### src/ufs_map.svh
// register offsets, field positions, reset values and timing counts
`ifndef UFS_MAP_SVH
`define UFS_MAP_SVH
`define UFS_A_BPF_A      6'h10
`define UFS_A_BPF_B      6'h11
`define UFS_A_LOG_A      6'h12
`define UFS_A_LOG_B      6'h13
`define UFS_A_DEV        6'h14
`define UFS_A_DRV_REG    6'h16
`define UFS_A_ECHO       6'h17
`define UFS_A_ZC         6'h18
`define UFS_A_XFMR       6'h19
`define UFS_A_BURST      6'h1a
`define UFS_A_TOF        6'h1b
`define UFS_A_FAULT      6'h1c
`define UFS_A_DEVID      6'h1d
`define UFS_A_REVID      6'h1e
`define UFS_A_MODE       6'h15
`define UFS_F_RW         15
`define UFS_F_PAR        8
`define UFS_F_BYPASS     6
`define UFS_F_TRIMOVR    7
`define UFS_F_SLEEP      0
`define UFS_F_STDBY      1
`define UFS_F_REG_EN     2
`define UFS_F_BURST      3
`define UFS_RST_DRV_REG  8'h20
`define UFS_DEVID_VAL    8'h5a
`define UFS_REVID_VAL    8'h01
`define UFS_WAIT_MS      64
`define UFS_CLK_KHZ      100000
`define UFS_WAIT_CYC     (`UFS_WAIT_MS * `UFS_CLK_KHZ)
`define UFS_HDIV         6
`define UFS_APB_CTRL     12'h000
`define UFS_APB_WDATA    12'h004
`define UFS_APB_STAT     12'h008
`define UFS_APB_RDATA    12'h00c
`endif

### src/ufs_pkg.sv
// shared types of the serial configuration port
package ufs_pkg;
    typedef enum logic [1:0] {
        UFS_LISTEN  = 2'b00,
        UFS_BURST   = 2'b01,
        UFS_STANDBY = 2'b10,
        UFS_SLEEP   = 2'b11
    } ufs_state_t;
    typedef logic [15:0] ufs_frame_t;
endpackage

### src/ufs_if.sv
// serial link between controller and front end
`timescale 1ns/1ps
interface ufs_if;
    logic sclk;
    logic chip_select_n;
    logic sdi;
    logic sdo_o;
    logic sdo_oe;
    logic sdo;
    assign sdo = sdo_oe ? sdo_o : 1'b1;
    modport dev (input sclk, input chip_select_n, input sdi, output sdo_o, output sdo_oe);
    modport ctl (output sclk, output chip_select_n, output sdi, input sdo);
endinterface

### src/ufs_dev.sv
// front end serial port, register map and operating-state sequencer
`timescale 1ns/1ps
`include "ufs_map.svh"
module ufs_dev #(
    parameter int WAIT_CYC = `UFS_WAIT_CYC
) (
    input  wire logic              clk,
    input  wire logic              rst,
    ufs_if.dev                     lnk,
    input  wire logic              drive_supply_ready,
    input  wire logic              burst_end,
    input  wire logic              pulse_count_fault,
    input  wire logic              drive_stuck_fault,
    input  wire logic              nvm_crc_fault,
    output ufs_pkg::ufs_state_t    operating_state_code,
    output logic                   bandpass_bypass,
    output logic [1:0]             hp_corner_sel,
    output logic [5:0]             center_freq_code,
    output logic                   factory_trim_used,
    output logic [1:0]             q_factor_select
);
    import ufs_pkg::*;

    logic [7:0]  regs_r [0:15];
    logic [2:0]  sclk_s, ncs_s;
    logic [1:0]  sdi_s;
    logic [4:0]  cnt_r;
    logic [15:0] rx_r, tx_r;
    logic        perr_r, sdo_oe_r;
    ufs_state_t  st_r, st_nxt;
    logic        pwr_ok_r, ready_r;
    logic [31:0] wait_r;
    logic [6:0]  hdr_r;
    logic        burst_q_r;

    function automatic logic odd_ok(input logic [15:0] f);
        odd_ok = ^f;
    endfunction

    // edge detect works on the second and third sync stages only
    wire sclk_rise = sclk_s[1] & ~sclk_s[2];
    wire sclk_fall = ~sclk_s[1] & sclk_s[2];
    wire ncs_high  = ncs_s[1];
    wire ncs_rise  = ncs_s[1] & ~ncs_s[2];
    wire [15:0] rx_full = rx_r;
    wire        rx_wr   = rx_full[`UFS_F_RW];
    wire [5:0]  rx_addr = rx_full[14:9];
    wire        rx_good = odd_ok(rx_full);
    wire        in_map  = rx_addr >= `UFS_A_BPF_A && rx_addr <= `UFS_A_REVID;
    wire [3:0]  ridx    = rx_full[12:9];
    // with seven bits in, rx_r[6] is the rw bit and rx_r[5:0] the address
    wire [3:0]  hidx    = rx_r[3:0];
    wire [5:0]  status  = {ready_r, pulse_count_fault, drive_stuck_fault,
                           nvm_crc_fault, st_r};
    wire [7:0]  mode_r  = regs_r[5];
    // a level would re-enter burst right after every burst end
    wire        burst_evt = mode_r[`UFS_F_BURST] & ~burst_q_r;
    wire [7:0]  rd_val  = (hidx == 4'hc) ? {4'h0, status[5:2]} :
                          (hidx == 4'hd) ? `UFS_DEVID_VAL :
                          (hidx == 4'he) ? `UFS_REVID_VAL : regs_r[hidx];
    wire [6:0]  tx_hi   = {perr_r, status};
    wire [7:0]  tx_lo   = !rx_r[6] ? {2'b00, rx_r[5:0]} : rd_val;

    // two-flop synchronisers on link pins
    always_ff @(posedge clk) begin
        if (rst) begin
            sclk_s <= 3'b000;
            ncs_s  <= 3'b111;
            sdi_s  <= 2'b00;
        end else begin
            sclk_s <= {sclk_s[1:0], lnk.sclk};
            ncs_s  <= {ncs_s[1:0], lnk.chip_select_n};
            sdi_s  <= {sdi_s[0], lnk.sdi};
        end
    end

    // receive shifter; select high holds it idle
    always_ff @(posedge clk) begin
        if (rst || ncs_high) begin
            cnt_r <= 5'd0;
            rx_r  <= 16'h0000;
        end else if (sclk_fall && cnt_r < 5'd16) begin
            rx_r  <= {rx_r[14:0], sdi_s[1]};
            cnt_r <= cnt_r + 5'd1;
        end
    end

    // transmit shifter: header tracked from select until the first fall, parity and data byte at the eighth rise
    always_ff @(posedge clk) begin
        if (rst || ncs_high) begin
            tx_r     <= 16'h0000;
            hdr_r    <= 7'h00;
            sdo_oe_r <= 1'b0;
        end else begin
            sdo_oe_r <= 1'b1;
            if (cnt_r == 5'd0 && !sclk_rise) begin
                tx_r  <= {tx_hi, ~^{tx_hi, 8'h00}, 8'h00};
                hdr_r <= tx_hi;
            end else if (sclk_rise && cnt_r == 5'd7)
                tx_r <= {~^{hdr_r, tx_lo}, tx_lo, 7'h00};
            else if (sclk_rise && cnt_r != 5'd0)
                tx_r <= {tx_r[14:0], 1'b0};
        end
    end
    assign lnk.sdo_o  = tx_r[15];
    assign lnk.sdo_oe = sdo_oe_r;

    // frame commit at select release; odd parity guards writes
    always_ff @(posedge clk) begin
        if (rst) begin
            for (int i = 0; i < 16; i++)
                regs_r[i] <= 8'h00;
            regs_r[6] <= `UFS_RST_DRV_REG;
            perr_r    <= 1'b0;
        end else if (ncs_rise && cnt_r == 5'd16) begin
            perr_r <= ~rx_good;
            if (rx_good && !rx_wr && in_map && ridx < 4'hc)
                regs_r[ridx] <= (ridx == 4'h1) ? {2'b00, rx_r[5:0]} : rx_r[7:0];
        end
    end

    // power gate: supply ready, timeout, or regulation off
    always_ff @(posedge clk) begin
        if (rst || mode_r[`UFS_F_SLEEP]) begin
            wait_r   <= 32'd0;
            pwr_ok_r <= 1'b0;
        end else if (!pwr_ok_r) begin
            wait_r <= wait_r + 32'd1;
            if (drive_supply_ready || wait_r >= WAIT_CYC - 1 || !mode_r[`UFS_F_REG_EN])
                pwr_ok_r <= 1'b1;
        end
    end

    // operating state selection
    always_comb begin
        st_nxt = st_r;
        if (mode_r[`UFS_F_SLEEP])
            st_nxt = UFS_SLEEP;
        else if (!pwr_ok_r)
            st_nxt = st_r;
        else if (mode_r[`UFS_F_STDBY])
            st_nxt = UFS_STANDBY;
        else if (st_r == UFS_BURST)
            st_nxt = burst_end ? UFS_LISTEN : UFS_BURST;
        else if (burst_evt)
            st_nxt = UFS_BURST;
        else
            st_nxt = UFS_LISTEN;
    end

    always_ff @(posedge clk) begin
        if (rst) begin
            st_r      <= UFS_SLEEP;
            ready_r   <= 1'b0;
            burst_q_r <= 1'b0;
        end else begin
            st_r      <= st_nxt;
            ready_r   <= drive_supply_ready;
            burst_q_r <= mode_r[`UFS_F_BURST];
        end
    end

    // filter decode, registered for clean outputs
    always_ff @(posedge clk) begin
        if (rst) begin
            operating_state_code <= UFS_SLEEP;
            bandpass_bypass      <= 1'b0;
            hp_corner_sel        <= 2'b00;
            center_freq_code     <= 6'h00;
            factory_trim_used    <= 1'b1;
            q_factor_select      <= 2'b00;
        end else begin
            operating_state_code <= st_r;
            bandpass_bypass      <= regs_r[0][`UFS_F_BYPASS];
            hp_corner_sel        <= regs_r[0][5:4];
            center_freq_code     <= (regs_r[0][`UFS_F_TRIMOVR] && !regs_r[0][`UFS_F_BYPASS]) ?
                                    regs_r[0][5:0] + {2'b00, regs_r[1][3:0]} : regs_r[0][5:0];
            factory_trim_used    <= !(regs_r[0][`UFS_F_TRIMOVR] && !regs_r[0][`UFS_F_BYPASS]);
            q_factor_select      <= regs_r[1][5:4];
        end
    end
endmodule

### src/flat_wrapper.sv
// flat-port wrapper written by rule: the top's interface ports become plain ports
module ufs_dev_flat import ufs_pkg::*;
#(
    parameter int WAIT_CYC = `UFS_WAIT_CYC
)
  (clk, rst, drive_supply_ready, burst_end, pulse_count_fault, drive_stuck_fault, nvm_crc_fault, operating_state_code, bandpass_bypass, hp_corner_sel, center_freq_code, factory_trim_used, q_factor_select, lnk_sclk, lnk_chip_select_n, lnk_sdi, lnk_sdo_o, lnk_sdo_oe);
  ufs_if lnk_i ();
  input  wire logic clk;
  input  wire logic rst;
  input  wire logic drive_supply_ready;
  input  wire logic burst_end;
  input  wire logic pulse_count_fault;
  input  wire logic drive_stuck_fault;
  input  wire logic nvm_crc_fault;
  output ufs_pkg::ufs_state_t operating_state_code;
  output logic bandpass_bypass;
  output logic [1:0] hp_corner_sel;
  output logic [5:0] center_freq_code;
  output logic factory_trim_used;
  output logic [1:0] q_factor_select;
  input wire logic [$bits(lnk_i.sclk)-1:0] lnk_sclk;
  input wire logic [$bits(lnk_i.chip_select_n)-1:0] lnk_chip_select_n;
  input wire logic [$bits(lnk_i.sdi)-1:0] lnk_sdi;
  output wire logic [$bits(lnk_i.sdo_o)-1:0] lnk_sdo_o;
  output wire logic [$bits(lnk_i.sdo_oe)-1:0] lnk_sdo_oe;
  assign lnk_i.sclk = lnk_sclk;
  assign lnk_i.chip_select_n = lnk_chip_select_n;
  assign lnk_i.sdi = lnk_sdi;
  assign lnk_sdo_o = lnk_i.sdo_o;
  assign lnk_sdo_oe = lnk_i.sdo_oe;
  ufs_dev #(.WAIT_CYC(WAIT_CYC)) u_core (.clk(clk), .rst(rst), .lnk(lnk_i), .drive_supply_ready(drive_supply_ready), .burst_end(burst_end), .pulse_count_fault(pulse_count_fault), .drive_stuck_fault(drive_stuck_fault), .nvm_crc_fault(nvm_crc_fault), .operating_state_code(operating_state_code), .bandpass_bypass(bandpass_bypass), .hp_corner_sel(hp_corner_sel), .center_freq_code(center_freq_code), .factory_trim_used(factory_trim_used), .q_factor_select(q_factor_select));
endmodule
### config.mk
export PLATFORM = sky130hd
export DESIGN_NAME = ufs_dev_flat
export DESIGN_NICKNAME = d
export VERILOG_FILES = /design/src/ufs_pkg.sv /design/src/ufs_if.sv /design/src/ufs_dev.sv /design/src/flat_wrapper.sv
export VERILOG_INCLUDE_DIRS = /design/src
export SDC_FILE = /design/constraint.sdc
export NUM_CORES = 1
export LEC_CHECK = 0
export ABC_AREA = 1
export BUFFER_PORTS_ARGS = -buffer_cell sky130_fd_sc_hd__buf_2
export CORE_MARGIN = 3
export CORE_UTILIZATION = 40
export DETAILED_ROUTE_END_ITERATION = 10
export GPL_ROUTABILITY_DRIVEN = 0
export GPL_TIMING_DRIVEN = 0
export PLACE_DENSITY = 0.56
export SYNTH_ARGS = -nofsm -noshare
export SYNTH_HDL_FRONTEND = slang
export SYNTH_SLANG_ARGS = --single-unit
### constraint.sdc
create_clock -name clk -period 3.25 [get_ports clk]
set_clock_uncertainty 0.05 [all_clocks]
set_input_delay 0 -clock clk [delete_from_list [all_inputs] [get_ports clk]]
set_output_delay 0 -clock clk [all_outputs]
set_load 0.005 [all_outputs]
==> run metrics <==
CP required=3420 ps; Inserted Clock Buffers=27; CTS HTree Levels=1; unrepaired setup endpoints after global routing=false; total I/O pin count=26; CTS tree=built; via/cell ratio=5.03; Die Area=0.0286 mm2; Skew-Pair Late Insertion Delay=530 ps; initial antenna violation count=0; Synth Register Bits=230; Synth area leaders=edfxtp_1, dfxtp_1, nand2_1, nor2_1, inv_1; worst r2r path cells=11; CTS root buf=clkbuf_16; Yosys Warn Count=0; vias in the first global route=8,018; Final Core Density=47.4%; die height=169 um; Hold EP=u_core.tx_r[12]; count leader, synth=nand2_1; Synth Instances=1,250; ANT nets after route=0; clock slew seen by the registers of the worst setup and hold paths=60 ps; pin count of the biggest net entering global routing=14; CP max stage cell=dfxtp_1; placed instance area=0.0113 mm2; Total Wirelength=28,900 um; Cell Rows=59; Area growth syn-to-layout=16.6%; first-pass GRT wire length=44,700 um; Clock Path Buffers=3; port bufs=25; Final TNS setup=0 ps; Slew headroom=20.3%; startpoint types=register; Synth Cell Area=0.0106 mm2; core region area=0.0261 mm2; Nets=1,373; Primary FF master, synth=edfxtp_1; slowest cell delay on critical path=400 ps; Starting Density=40.7%; worst min path class=in2reg; Overflow after GRT=0; worst slew pin tran=1190 ps; fmax=325 MHz; DR WL/cell=17.0 um; Yosys top cell by area=edfxtp_1; layout cells sized above 1=9.58%; DRT iter0 DRCs=790; Final HPWL DP=20,400 um; CP arrival=3250 ps; Pre-antenna DRT Iters=6; Static Leak=4.82 nW; Overall Power=6.47 mW; ys async rst share=0%; Power Density=522 mW/mm2; Crit. End Element=register; Synth top area share=36.1%; max-cap viol count=0; origin of the worst min-delay path=rst; post-route minimum period=3080 ps; Synth top cells by count=nand2_1, nor2_1, inv_1; final hold viol count=0; # clock sinks=230; GR Util All Layers=20.2%; WS Path Type=reg2reg; cells along the critical path=inv_2 > clkbuf_8 > ha_1 > xnor2_1 > xor2_1 > xnor2_1 > nand2_1 > a211oi_4 > buf_4 > nand4_2 > nand2_4; drc violations=0; worst r2r src=u_core.rx_full[0]; cell area after layout=0.0124 mm2; Peak supply drop=0.407 mV; syn_area_per_cell=8.51 um2; number of flops mapped to enable cells by yosys=128; post-synthesis cell type count=41; diode count=0; final setup fails=0; most used cell, CP=xnor2_1; via count=8,569; RR Endpoint=u_core.regs_r[2][6]; WHS Path Cells=4; post-placement cell count=1,643; R2R setup slack=170 ps; sequential element share of the synthesized area=55.3%; Non-Filler Instances=1,703; fin crit share=94.8%; final-report max-slew violation count=0; outcome=finished clean; CP Max Fanout=11; Die Wd=169 um
[how the worst max path moves through the flow]
stage	slack (ps)	from	to	depth (start not counted)
6_report	170	u_core.rx_full[0]	u_core.regs_r[2][6]	11
5_1_grt	2	u_core.rx_full[0]	u_core.regs_r[2][3]	11
4_1_cts	3	u_core.rx_full[0]	u_core.regs_r[5][2]	11
3_5_place_dp	-770	u_core.rx_full[0]	u_core.regs_r[1][3]	10
3_3_place_gp	-750	u_core.rx_full[0]	u_core.regs_r[1][4]	10
2_1_floorplan	230	u_core.rx_full[0]	u_core.regs_r[4][0]	12
[state kept, by name (all words and copies together), names as in the netlist, 3 cells and up, named ones only]
register / flops
u_core.regs_r: 128
u_core.wait_r: 32
u_core.rx_full: 16
u_core.tx_r: 9
u_core.hdr_r: 7
u_core.center_freq_code: 6
u_core.cnt_r: 5
u_core.ncs_s: 3
u_core.sclk_s: 3
[stage by stage]
step	hold slack (ps)	setup slack, ps
final	94.6	170
after global routing	120	1.61
after CTS	62.4	2.78
after detailed placement	139	-768
after global placement	138	-750
after floorplan	53.8	227
[per-layer routing]
metal,wire (um),track usage [%]
met1,13300,29.0
met2,12600,30.6
met3,2060,3.97
met4,1010,6.90
met5,0,0
[power breakdown]
group          leakage [nW]  internal [mW]  switching [mW]
registers              2.05           3.18          0.0376
logic                  2.34         0.0938           0.196
clock network         0.424           1.75            1.20
[cell type report]
class | instances | area (um2)
fill | 2547 | 13700
tap | 335 | 419
timing repair buffer | 37 | 235
inverter | 156 | 586
buffer | 55 | 282
multi-input combinational | 841 | 4130
clock inverter | 20 | 179
sequential | 230 | 5890
clock buffer | 29 | 683
[cells by family after synthesis]
family          Yosys count  share of synthesized area [%]
other cells               1                         0.0353
compound gates          162                           8.55
flops                   230                           55.3
buf+inv                 212                           8.00
fa+ha+maj                15                           1.84
xor+xnor                 23                           2.04
simple gates            607                           24.2
[worst max-delay path, delay by kind of cell, from the launching register on]
kind	cells	cell delay, ps
compound gates	1	250
xor+xnor	3	530
fa+ha+maj	1	310
buf+inv	3	520
flops	1	400
simple gates	3	710
[cells in the final DEF (no fill, tap or decap), drive strengths merged, types with 18 or more instances in the layout]
cell and instances:
nand2 270, nor2 189, inv 153, edfxtp 128, nand3 103, dfxtp 102
clkbuf 67, o21ai 65, a21oi 62, buf 46, conb 34, clkinv 18
[repair_timing]
action | 4_1_cts | 5_1_grt
hold endpoints to repair | 12 | 0
buffers inserted | 2 | 2
gates resized for setup | 25 | 9
hold buffers | 8 | 0
pin swaps | 1 | 3
setup endpoints to repair | 190 | 97
Power figures use the tool's default switching activity.
